## src/design/otc_pkg.sv

```systemverilog
// Summary of operation
// - compare programmed 8-bit threshold against latest temperature reading register
// - raise over-temperature flag when reading is below threshold
// - each threshold code step weighs 3.04 mV of sense voltage
// - flag carries 16 mV hysteresis above the threshold
// - reading full scale spans 0 V to 1.55 V for alignment
package otc_pkg;

  // ************************************************************
  // register map (printed offsets are indexes, byte = 4 * index)
  // ************************************************************
  localparam logic [7:0]  OTC_IDX_READING   = 8'h1a;
  localparam logic [7:0]  OTC_IDX_THRESHOLD = 8'h2f;
  localparam logic [7:0]  OTC_IDX_STATUS    = 8'h30;
  localparam logic [7:0]  OTC_THRESHOLD_RST = 8'h03;
  localparam logic [7:0]  OTC_CODE_MIN      = 8'h03;
  localparam logic [7:0]  OTC_CODE_MAX      = 8'hfa;
  localparam int          OTC_STAT_FLAG     = 0;
  localparam int          OTC_STAT_RANGE    = 1;
  localparam int          OTC_STAT_HAVE     = 2;

  // ************************************************************
  // scaling in microvolts
  // ************************************************************
  localparam logic [31:0] OTC_STEP_UV       = 32'h00000be0;
  localparam logic [31:0] OTC_FULL_SCALE_UV = 32'h0017a6b0;
  localparam logic [31:0] OTC_HYST_UV       = 32'h00003e80;
  localparam int          OTC_MAX_ADC_W     = 16;

  // ************************************************************
  // carriers
  // ************************************************************
  typedef struct packed {
    logic        write;
    logic [7:0]  index;
    logic [31:0] wdata;
  } otc_req_type;

  typedef struct packed {
    logic        valid;
    logic [15:0] code;
  } otc_sample_type;

  // ************************************************************
  // conversions
  // ************************************************************
  function automatic logic [31:0] otc_reading_to_uv(input logic [15:0] code,
                                                    input int         width);
    logic [63:0] prod;
    prod = {48'h0, code} * {32'h0, OTC_FULL_SCALE_UV};
    return prod[width +: 32];
  endfunction : otc_reading_to_uv

  function automatic logic [31:0] otc_code_to_uv(input logic [7:0] code);
    logic [39:0] prod;
    prod = {32'h0, code} * {8'h0, OTC_STEP_UV};
    return prod[31:0];
  endfunction : otc_code_to_uv

endpackage : otc_pkg

```

## src/design/otc_top.sv

```systemverilog
// Added by the designer: the APB slave port.
`timescale 1ns/1ps
module otc_top
  import otc_pkg::*;
#(
  parameter int ADC_WIDTH = 12
)
(
  input  wire logic                 REF_CLK,
  input  wire logic                 RST,
  input  wire logic                 PSEL,
  input  wire logic                 PENABLE,
  input  wire logic                 PWRITE,
  input  wire logic [31:0]          PADDR,
  input  wire logic [31:0]          PWDATA,
  output logic      [31:0]          PRDATA,
  output logic                      PREADY,
  output logic                      PSLVERR,
  input  wire logic                 TEMP_SENSE_VALID,
  input  wire logic [ADC_WIDTH-1:0] TEMP_SENSE_DATA,
  output logic                      OVERTEMP_FLAG,
  output logic                      THRESHOLD_OUT_OF_RANGE
);

  // ************************************************************
  // address decode
  // ************************************************************
  function automatic logic index_hit(input logic [31:0] addr,
                                     input logic [7:0]  idx);
    logic aligned;
    aligned = (addr[1:0] == 2'b00) && (addr[31:10] == 22'h0);
    return aligned && (addr[9:2] == idx);
  endfunction : index_hit

  // ************************************************************
  // request decode
  // ************************************************************
  otc_req_type    req;
  otc_sample_type sample;
  logic           access;
  logic           hit_reading;
  logic           hit_threshold;
  logic           hit_status;
  logic           mapped;

  always_comb
  begin
    req.write     = PWRITE;
    req.index     = PADDR[9:2];
    req.wdata     = PWDATA;
    hit_reading   = index_hit(PADDR, OTC_IDX_READING);
    hit_threshold = index_hit(PADDR, OTC_IDX_THRESHOLD);
    hit_status    = index_hit(PADDR, OTC_IDX_STATUS);
    mapped        = hit_reading || hit_threshold || hit_status;
    access        = PSEL && PENABLE;
    sample.valid  = TEMP_SENSE_VALID;
    sample.code   = 16'(TEMP_SENSE_DATA);
  end

  // ************************************************************
  // bus answer: one wait state, then pready
  // ************************************************************
  logic        next_pready;
  logic        next_pslverr;
  logic [31:0] next_prdata;
  logic        complete;
  logic        threshold_write;

  // ************************************************************
  // registers
  // ************************************************************
  logic [7:0]           threshold;
  logic [7:0]           next_threshold;
  logic [ADC_WIDTH-1:0] reading;
  logic [ADC_WIDTH-1:0] next_reading;
  logic                 have_reading;
  logic                 next_have_reading;
  logic                 out_of_range;
  logic                 next_out_of_range;
  logic [31:0]          status_word;
  logic [31:0]          reading_word;
  logic [31:0]          threshold_word;

  always_comb
  begin
    complete        = access && PREADY;
    threshold_write = complete && req.write && hit_threshold;
  end

  always_comb
  begin
    status_word = 32'h0;
    status_word[OTC_STAT_FLAG]  = OVERTEMP_FLAG;
    status_word[OTC_STAT_RANGE] = out_of_range;
    status_word[OTC_STAT_HAVE]  = have_reading;
    reading_word   = 32'(reading);
    threshold_word = {24'h0, threshold};
  end

  always_comb
  begin
    next_pready  = access && !PREADY;
    next_pslverr = 1'b0;
    next_prdata  = 32'h0;
    if (access && !PREADY)
    begin
      next_pslverr = !mapped;
      if (!req.write && mapped)
      begin
        unique case (req.index)
          OTC_IDX_READING:   next_prdata = reading_word;
          OTC_IDX_THRESHOLD: next_prdata = threshold_word;
          OTC_IDX_STATUS:    next_prdata = status_word;
          default:           next_prdata = 32'h0;
        endcase
      end
    end
  end

  always_ff @(posedge REF_CLK)
  begin
    if (RST)
    begin
      PREADY  <= 1'b0;
      PSLVERR <= 1'b0;
      PRDATA  <= 32'h0;
    end
    else
    begin
      PREADY  <= next_pready;
      PSLVERR <= next_pslverr;
      PRDATA  <= next_prdata;
    end
  end

  // ************************************************************
  // threshold register
  // ************************************************************
  always_comb
  begin
    next_threshold = threshold;
    if (threshold_write)
      next_threshold = req.wdata[7:0];
    next_out_of_range = (next_threshold < OTC_CODE_MIN) ||
                        (next_threshold > OTC_CODE_MAX);
  end

  always_ff @(posedge REF_CLK)
  begin
    if (RST)
    begin
      threshold    <= OTC_THRESHOLD_RST;
      out_of_range <= 1'b0;
    end
    else
    begin
      threshold    <= next_threshold;
      out_of_range <= next_out_of_range;
    end
  end

  // ************************************************************
  // sense capture
  // ************************************************************
  always_comb
  begin
    next_reading      = reading;
    next_have_reading = have_reading;
    if (sample.valid)
    begin
      next_reading      = sample.code[ADC_WIDTH-1:0];
      next_have_reading = 1'b1;
    end
  end

  always_ff @(posedge REF_CLK)
  begin
    if (RST)
    begin
      reading      <= '0;
      have_reading <= 1'b0;
    end
    else
    begin
      reading      <= next_reading;
      have_reading <= next_have_reading;
    end
  end

  // ************************************************************
  // outputs
  // ************************************************************
  always_comb
  begin
    THRESHOLD_OUT_OF_RANGE = out_of_range;
  end

  // ************************************************************
  // scaling and comparison
  // ************************************************************
  logic [31:0] reading_uv;
  logic [31:0] threshold_uv;

  always_comb
  begin
    reading_uv   = otc_reading_to_uv(16'(reading), ADC_WIDTH);
    threshold_uv = otc_code_to_uv(threshold);
  end

  otc_hyst u_hyst
  (
    .clk          (REF_CLK),
    .rst          (RST),
    .enable       (have_reading),
    .reading_uv   (reading_uv),
    .threshold_uv (threshold_uv),
    .flag         (OVERTEMP_FLAG)
  );

endmodule : otc_top

```

## src/design/otc_hyst.sv

```systemverilog
`timescale 1ns/1ps
module otc_hyst
  import otc_pkg::*;
(
  input  wire logic        clk,
  input  wire logic        rst,
  input  wire logic        enable,
  input  wire logic [31:0] reading_uv,
  input  wire logic [31:0] threshold_uv,
  output logic             flag
);

  // ************************************************************
  // hysteresis comparator
  // ************************************************************
  logic        next_flag;
  logic [31:0] release_uv;

  always_comb
  begin
    release_uv = threshold_uv + OTC_HYST_UV;
    next_flag  = flag;
    if (enable)
    begin
      if (!flag && (reading_uv < threshold_uv))
        next_flag = 1'b1;
      else if (flag && (reading_uv > release_uv))
        next_flag = 1'b0;
    end
  end

  always_ff @(posedge clk)
  begin
    if (rst)
      flag <= 1'b0;
    else
      flag <= next_flag;
  end

endmodule : otc_hyst

```

## config.mk

```make
export PLATFORM = sky130hd
export DESIGN_NAME = otc_top
export DESIGN_NICKNAME = d
export VERILOG_FILES = /design/src/design/otc_pkg.sv /design/src/design/otc_top.sv /design/src/design/otc_hyst.sv
export SDC_FILE = /design/constraint.sdc
export NUM_CORES = 1
export LEC_CHECK = 0
export ABC_AREA = 1
export ABC_CLOCK_PERIOD_IN_PS = 11500
export BUFFER_PORTS_ARGS = -buffer_cell sky130_fd_sc_hd__buf_2
export CAP_MARGIN = 0
export CORE_MARGIN = 3
export CORE_UTILIZATION = 66
export CTS_CLUSTER_SIZE = 12
export DETAILED_ROUTE_END_ITERATION = 12
export PLACE_DENSITY = 0.89
export SETUP_SLACK_MARGIN = 0.1
export SKIP_CTS_REPAIR_TIMING = 1
export SYNTH_ARGS = -nofsm -noshare
export SYNTH_HDL_FRONTEND = slang
export SYNTH_HIERARCHICAL = 1
export SYNTH_SLANG_ARGS = --single-unit
```

## constraint.sdc

```tcl
create_clock -name REF_CLK -period 11.5 [get_ports REF_CLK]
set_input_delay 2.3 -clock REF_CLK [delete_from_list [all_inputs] [get_ports REF_CLK]]
set_output_delay 2.3 -clock REF_CLK [all_outputs]
set_load 0.02 [all_outputs]
```

==> impl_metrics.env, run 1 <==
export IMPL_grt_use_total=0.285
export IMPL_clk_pin_slew_worst_paths_ns=0.06
export IMPL_crit_end="u_hyst/flag$_SDFFE_PP0P_"
export IMPL_r2r_end="u_hyst/flag$_SDFFE_PP0P_"
export IMPL_gp_congestion=0.968
export IMPL_ys_types=44
export IMPL_finalWorstPathRequiredPeriod_ns=6.42
export IMPL_drive_gt1_frac=0.0947
export IMPL_clock_sinks=37
export IMPL_routed_wl_um=21800
export IMPL_cts_buffers=5
export IMPL_hold_violations=0
export IMPL_htreeDepth=2
export IMPL_endpoint_kind="flip-flop"
export IMPL_tns_ns=0
export IMPL_path_max_fanout=9
export IMPL_fin_crit_sh=0.558
export IMPL_p_leak_nw=5.55
export IMPL_cp_arrival_ns=6.63
export IMPL_grt_first_pass_wirelength_um=37200
export IMPL_synth_seq_cells=37
export IMPL_firstDrtPassIters=5
export IMPL_core_um2=13600
export IMPL_hold_path_class="reg -> reg"
export IMPL_critPathLaunch="reading[10]$_SDFFE_PP0P_"
export IMPL_setup_ws_ns=5.08
export IMPL_rsz0062_at_grt="no"
export IMPL_clockBufferDepth=2
export IMPL_cts_root_buffer="clkbuf_16"
export IMPL_hold_slack_ns=0.476
export IMPL_r2r_cells=27
export IMPL_cp_required_ns=11.71
export IMPL_synthCells=1218
export IMPL_grt_max_degree=21
export IMPL_hpwl_um=19200
export IMPL_async_reset_ff_frac=0
export IMPL_reg2reg_from="reading[10]$_SDFFE_PP0P_"
export IMPL_antenna_found_initial=1
export IMPL_numPortBuffers=73
export IMPL_io_pins=118
export IMPL_fill_cells=1025
export IMPL_dp_slack_ns=5.20
export IMPL_ant_nets=0
export IMPL_yosysSeqAreaShare=0.0794
export IMPL_via_count=8074
export IMPL_syn_avg_cell_area_um2=7.66
export IMPL_grt_overflow_total=0
export IMPL_avgRoutedWirePerCell_um=14.3
export IMPL_area_growth_pct=9.18
export IMPL_clock_latency_ns=0.28
export IMPL_worst_setup_path_type="reg -> reg"
export IMPL_total_power_w=0.00198
export IMPL_worstSetupStartpointType="flip-flop"
export IMPL_fin_nets=1709
export IMPL_syn_area_um2=9330
export IMPL_p_per_area_nw_per_um2=194
export IMPL_start_util=0.688
export IMPL_maxCapViolations=0
export IMPL_die_area_um2=15600
export IMPL_num_rows=42
export IMPL_die_h_um=125
export IMPL_via_per_inst=5.28
export IMPL_yosysWarnings=6
export IMPL_die_w_um=125
export IMPL_synth_flop_cell="dfxtp_1"
export IMPL_status="finished clean"
export IMPL_r2r_slack_ns=5.08
export IMPL_max_freq_ghz=0.156
export IMPL_max_slew_margin=0.632
export IMPL_synth_edff_count=0
export IMPL_drv_slew=0
export IMPL_worstMarginPinSlew_ns=0.546
export IMPL_fin_skew_ns=0.00355
export IMPL_grt_pass1_vias=8317
export IMPL_vdd_drop_max_mv=0.152
export IMPL_drtIter0Drc=490
export IMPL_setup_violations=0
export IMPL_drc=0
export IMPL_cts_tree="done"
==> critical path, stage by stage (launching register included) <==
cell and delay [ns]:
dfxtp_1 0.55, inv_1 0.20, ha_1 0.42, xnor2_1 0.27, ha_1 0.30, fa_1 0.52
fa_1 0.54, inv_1 0.07, fa_1 0.54, inv_1 0.05, ha_1 0.36, nand2_1 0.13
nor2_1 0.17, nand4_1 0.09, o21ai_0 0.47, nand2_1 0.10, nand2_1 0.09, xor2_1 0.29
ha_1 0.31, nand2_1 0.08, a21oi_1 0.06, o21ai_0 0.16, nand2_1 0.07, a21oi_1 0.17
nand2_1 0.08, nand2_1 0.09, nand2_1 0.05, a21oi_1 0.12
==> cell families (layout without fill, tap and decap cells) <==
family / after synthesis / count (layout) / share of synthesized area
other: 1 / 81 / 0.000402
AO/OA/AOI/OAI: 168 / 168 / 0.105
adder cells (fa/ha/maj): 276 / 276 / 0.442
flip-flops: 37 / 37 / 0.0794
XOR/XNOR: 57 / 57 / 0.0535
AND/OR/NAND/NOR: 383 / 383 / 0.190
buffers and inverters: 296 / 351 / 0.130
==> registers in the layout, indices dropped and copies added, names as in the netlist <==
signal,count
PSLVERR,1
PRDATA,12
THRESHOLD_OUT_OF_RANGE,1
PREADY,1
have_reading,1
u_hyst/flag,1
reading,12
threshold,8
==> synthesized netlist by cell type (all sizes together) (2+ instances only) <==
master,instances,share of area
a21o,4,0.0032
nor3,23,0.014
buf,23,0.020
nand3,36,0.021
xnor2,11,0.010
nand4,18,0.016
o21ai,50,0.027
a21boi,8,0.0064
clkbuf,3,0.0012
fa,90,0.19
dfxtp,37,0.079
ha,186,0.25
a31oi,8,0.0083
nor2,99,0.048
o21bai,12,0.0097
a21oi,79,0.045
nand2,193,0.080
o22ai,2,0.0013
nand3b,6,0.0052
nor4,7,0.0054
xor2,46,0.043
o21a,4,0.0032
inv,269,0.11
==> cells in the final DEF (no fill, tap or decap), drive strengths merged, types with 2 or more instances in the layout <==
cell type | netlist | final
a21boi | 8 | 8
a21o | 4 | 4
a21oi | 79 | 79
a31oi | 8 | 8
buf | 23 | 73
clkbuf | 3 | 6
clkinv | 1 | 2
conb | 1 | 80
dfxtp | 37 | 37
fa | 90 | 90
ha | 186 | 186
inv | 269 | 269
nand2 | 193 | 193
nand3 | 36 | 36
nand3b | 6 | 6
nand4 | 18 | 18
nor2 | 99 | 99
nor3 | 23 | 23
nor4 | 7 | 7
o21a | 4 | 4
o21ai | 50 | 50
o21bai | 12 | 12
o22ai | 2 | 2
xnor2 | 11 | 11
xor2 | 46 | 46
==> through the flow <==
step                      cells  utilization  instance area [um2]
after global routing       1529        0.752                10200
after global placement     1520        0.739                10000
after CTS                  1528        0.751                10200
after floorplan            1297            -                 9630
after detailed placement   1520        0.739                10000
final                      1529        0.752                10200
==> how the worst min path moves through the flow <==
stage / startpoint / end / slack (ns) / cells after the start
2_1_floorplan: have_reading$_SDFFE_PP0P_ / have_reading$_SDFFE_PP0P_ / 0.46 / 2
3_3_place_gp: PREADY$_SDFF_PP0_ / PREADY$_SDFF_PP0_ / 0.46 / 1
3_5_place_dp: PREADY$_SDFF_PP0_ / PREADY$_SDFF_PP0_ / 0.46 / 1
4_1_cts: PREADY$_SDFF_PP0_ / PREADY$_SDFF_PP0_ / 0.48 / 1
5_1_grt: PREADY$_SDFF_PP0_ / PREADY$_SDFF_PP0_ / 0.51 / 1
6_report: PREADY$_SDFF_PP0_ / PREADY$_SDFF_PP0_ / 0.48 / 1
==> area by class of cell <==
type                            count  area [um2]  share of cell area
Timing Repair Buffer               73         365              0.0359
Clock buffer                        6         129              0.0126
Tap cell                          176         220              0.0216
Multi-Input combinational cell    964        7680               0.754
Antenna cell                        1        2.50            0.000246
Inverter                          270        1010              0.0996
Clock inverter                      2        38.8             0.00381
Sequential cell                    37         741              0.0727
==> layer usage <==
metal / vias to the layer above / track usage / routed length (um)
met5: - / 0 / 0
met4: 0 / 0.0702 / 517
met3: 46 / 0.0334 / 1540
met2: 283 / 0.519 / 10600
met1: 3698 / 0.361 / 9150
li1: 4047 / - / -
==> power breakdown <==
| part | leakage [nW] | total (W) | internal [W] | switching [W] |
|---|---|---|---|---|
| sequential | 0.302 | 0.000142 | 0.000132 | 0.0000104 |
| clock | 0.0811 | 0.000155 | 0.000103 | 0.0000519 |
| combinational | 5.17 | 0.00168 | 0.000635 | 0.00105 |
| total | 5.55 | 0.00198 | 0.000869 | 0.00111 |
Note: power is estimated with default switching activity, not from simulation.
==> run 2, diff against run 1 <==
--- a/config.mk
+++ b/config.mk
@@ -5,15 +5,15 @@
 export SDC_FILE = /design/constraint.sdc
 export NUM_CORES = 1
 export LEC_CHECK = 0
-export ABC_AREA = 1
-export ABC_CLOCK_PERIOD_IN_PS = 11500
+export ABC_AREA = 0
+export ABC_CLOCK_PERIOD_IN_PS = 5500
 export BUFFER_PORTS_ARGS = -buffer_cell sky130_fd_sc_hd__buf_2
 export CAP_MARGIN = 0
 export CORE_MARGIN = 3
-export CORE_UTILIZATION = 66
+export CORE_UTILIZATION = 55
 export CTS_CLUSTER_SIZE = 12
 export DETAILED_ROUTE_END_ITERATION = 12
-export PLACE_DENSITY = 0.89
+export PLACE_DENSITY = 0.8
 export SETUP_SLACK_MARGIN = 0.1
 export SKIP_CTS_REPAIR_TIMING = 1
 export SYNTH_ARGS = -nofsm -noshare
==> constraint.sdc (replaced) <==
create_clock -name REF_CLK -period 5.5 [get_ports REF_CLK]
set_input_delay 1.1 -clock REF_CLK [delete_from_list [all_inputs] [get_ports REF_CLK]]
set_output_delay 1.1 -clock REF_CLK [all_outputs]
set_load 0.02 [all_outputs]
==> impl_metrics.env, run 2 <==
export IMPL_setup_ws_ns=-0.575
export IMPL_fin_nets=1589
export IMPL_yosys_top_cells_area="ha_1, fa_1, dfxtp_1"
export IMPL_crit_top_cell="fa_1"
export IMPL_clock_latency_ns=0.29
export IMPL_dp_slack_ns=-0.593
export IMPL_async_reset_ff_frac=0
export IMPL_clockBufferDepth=2
export IMPL_htreeDepth=2
export IMPL_cp_arrival_ns=6.25
export IMPL_yosys_cell_count_top_type="inv_1"
export IMPL_io_pins=118
export IMPL_wl_met1_um=9230
export IMPL_grt_use_total=0.274
export IMPL_die_h_um=130
export IMPL_yosysSeqAreaShare=0.0877
export IMPL_wl_met2_um=11900
export IMPL_dr_max_layer_used="met4"
export IMPL_fill_cells=975
export IMPL_numPortBuffers=73
export IMPL_routed_wl_um=23600
export IMPL_grt_pass1_vias=7837
export IMPL_clock_sinks=37
export IMPL_hold_path_class="reg -> reg"
export IMPL_grt_first_pass_wirelength_um=37100
export IMPL_yosysWarnings=6
export IMPL_vdd_drop_max_mv=0.209
export IMPL_worstMarginPinSlew_ns=1.02
export IMPL_synth_flop_cell="dfxtp_1"
export IMPL_r2r_slack_ns=-0.58
export IMPL_syn_area_um2=8440
export IMPL_met3WireLength_um=1250
export IMPL_drive_gt1_frac=0.248
export IMPL_drc=0
export IMPL_layout_top_registers="PRDATA x12, reading x12, threshold x8"
export IMPL_clk_pin_slew_worst_paths_ns=0.06
export IMPL_violations="negative setup slack"
export IMPL_crit_buf_inv=4
export IMPL_synth_top_area_share=0.276
export IMPL_avgRoutedWirePerCell_um=16.7
export IMPL_crit_family="adder cells"
export IMPL_via_per_inst=5.39
export IMPL_layout_common_cells="inv_1, ha_1, buf_4"
export IMPL_cts_root_buffer="clkbuf_16"
export IMPL_cts_buffers=5
export IMPL_p_per_area_nw_per_um2=275
export IMPL_endpoint_kind="flip-flop"
export IMPL_yosysTopAreaCell="ha_1"
export IMPL_core_um2=14800
export IMPL_ff_latch_area_um2=772
export IMPL_total_power_w=0.00298
export IMPL_synthCells=950
export IMPL_die_area_um2=16900
export IMPL_finalWorstPathRequiredPeriod_ns=6.08
export IMPL_worst_setup_path_type="reg -> reg"
export IMPL_setup_violations=1
export IMPL_die_w_um=130
export IMPL_synth_seq_cells=37
export IMPL_slowest_delay_ns=0.58
export IMPL_fin_crit_sh=1.10
export IMPL_max_slew_margin=0.313
export IMPL_status="complete, but fails checks"
export IMPL_antenna_found_initial=0
export IMPL_maxCapViolations=0
export IMPL_syn_avg_cell_area_um2=8.89
export IMPL_via_count=7636
export IMPL_path_max_fanout=7
export IMPL_synthTopCellsByCount="inv_1, ha_1, fa_1"
export IMPL_final_common_cell="inv_1"
export IMPL_p_leak_nw=5.81
export IMPL_cts_tree="done"
export IMPL_ant_nets=0
export IMPL_num_rows=44
export IMPL_area_growth_pct=28.5
export IMPL_start_util=0.572
export IMPL_max_freq_ghz=0.165
export IMPL_multiInputGateArea_um2=7370
export IMPL_cp_slowest_cell="fa_1"
export IMPL_firstDrtPassIters=6
export IMPL_grt_overflow_total=0
export IMPL_drtIter0Drc=604
export IMPL_ys_types=66
export IMPL_hpwl_um=18700
export IMPL_synth_edff_count=0
export IMPL_worstSetupStartpointType="flip-flop"
export IMPL_drv_slew=0
export IMPL_grt_max_degree=26
export IMPL_cp_required_ns=5.68
export IMPL_rsz0062_at_grt="yes"
export IMPL_hold_violations=0
export IMPL_gp_congestion=0.892
export IMPL_fin_skew_ns=0.00627
-- run 2: changes by cell type after synthesis, sizes merged, moves of 9 or more --
cell    previous run  this run
nor2b              0        11
xor2              46        12
xnor2             11        47
o21bai            12         3
nor2              99        62
o21ai             50        18
nand2            193        43
inv              269       197
a21oi             79        47
mux2i              0        18
nand3             36        11
a21o               4        13
-- run 2: worst register-to-register path, cell delays in order (launching register included) --
cell      delay (ns)
dfxtp_4         0.42
inv_4           0.05
ha_4            0.23
xnor2_4         0.16
ha_1            0.31
fa_1            0.46
fa_1            0.51
inv_1           0.06
fa_1            0.58
inv_1           0.10
ha_4            0.28
and3_4          0.18
nand3_1         0.07
o31a_2          0.35
nand2_1         0.12
o22ai_2         0.10
o21ai_2         0.20
buf_6           0.14
a21oi_4         0.06
xnor2_2         0.16
ha_1            0.32
nand4_1         0.12
nor4_2          0.36
a22oi_1         0.11
a21oi_1         0.21
a311oi_1        0.06
a211o_1         0.23
-- run 2: area by class of cell --
type | instances | area share
Multi-Input combinational cell | 764 | 0.680
Timing Repair Buffer | 226 | 0.141
Sequential cell | 37 | 0.0711
Inverter | 197 | 0.0686
Tap cell | 184 | 0.0212
Clock buffer | 5 | 0.0115
Clock inverter | 3 | 0.00634
Antenna cell | 1 | 0.000231
-- run 2: final timing paths --
| path | from | end | cells after the start |
|---|---|---|---|
| hold / removal | PREADY$_SDFF_PP0_ | PREADY$_SDFF_PP0_ | 1 |
| hold reg to reg | PREADY$_SDFF_PP0_ | PREADY$_SDFF_PP0_ | 1 |
| setup reg to reg | reading[10]$_SDFFE_PP0P_ | u_hyst/flag$_SDFFE_PP0P_ | 26 |
| setup / recovery | reading[10]$_SDFFE_PP0P_ | u_hyst/flag$_SDFFE_PP0P_ | 26 |
-- run 2: metal layers --
layer  up-vias  global-route usage
li1       3633                   -
met1      3593               0.332
met2       304               0.495
met3       106              0.0352
met4         0               0.104
met5         -                   0
-- run 2: cell families (layout without fill, tap and decap cells) --
family	after synthesis	in the layout	share of synthesized area
AO/OA/AOI/OAI	132	132	0.106
XOR/XNOR	59	59	0.0612
adder cells (fa/ha/maj)	276	276	0.489
buffers and inverters	224	431	0.109
flip-flops	37	37	0.0877
multiplexers	18	18	0.0213
other	1	77	0.000444
AND/OR/NAND/NOR	203	203	0.125
-- run 2: power by group --
part           switching, W  internal (W)  leakage, nW
clock network      0.000128      0.000262       0.0944
logic               0.00118       0.00112         5.40
registers         0.0000172      0.000275        0.308
-- run 2: through the flow --
step	hold WS, ns	utilization	instances	TNS [ns]	cell area (um2)
final	0.529	0.735	1417	-0.575	10900
after global routing	0.517	0.735	1416	-0.743	10800
after floorplan	0.467	-	1025	-0.145	8900
after global placement	0.467	0.708	1403	-0.453	10400
after CTS	0.490	0.721	1411	-0.671	10600
after detailed placement	0.468	0.708	1403	-0.593	10400
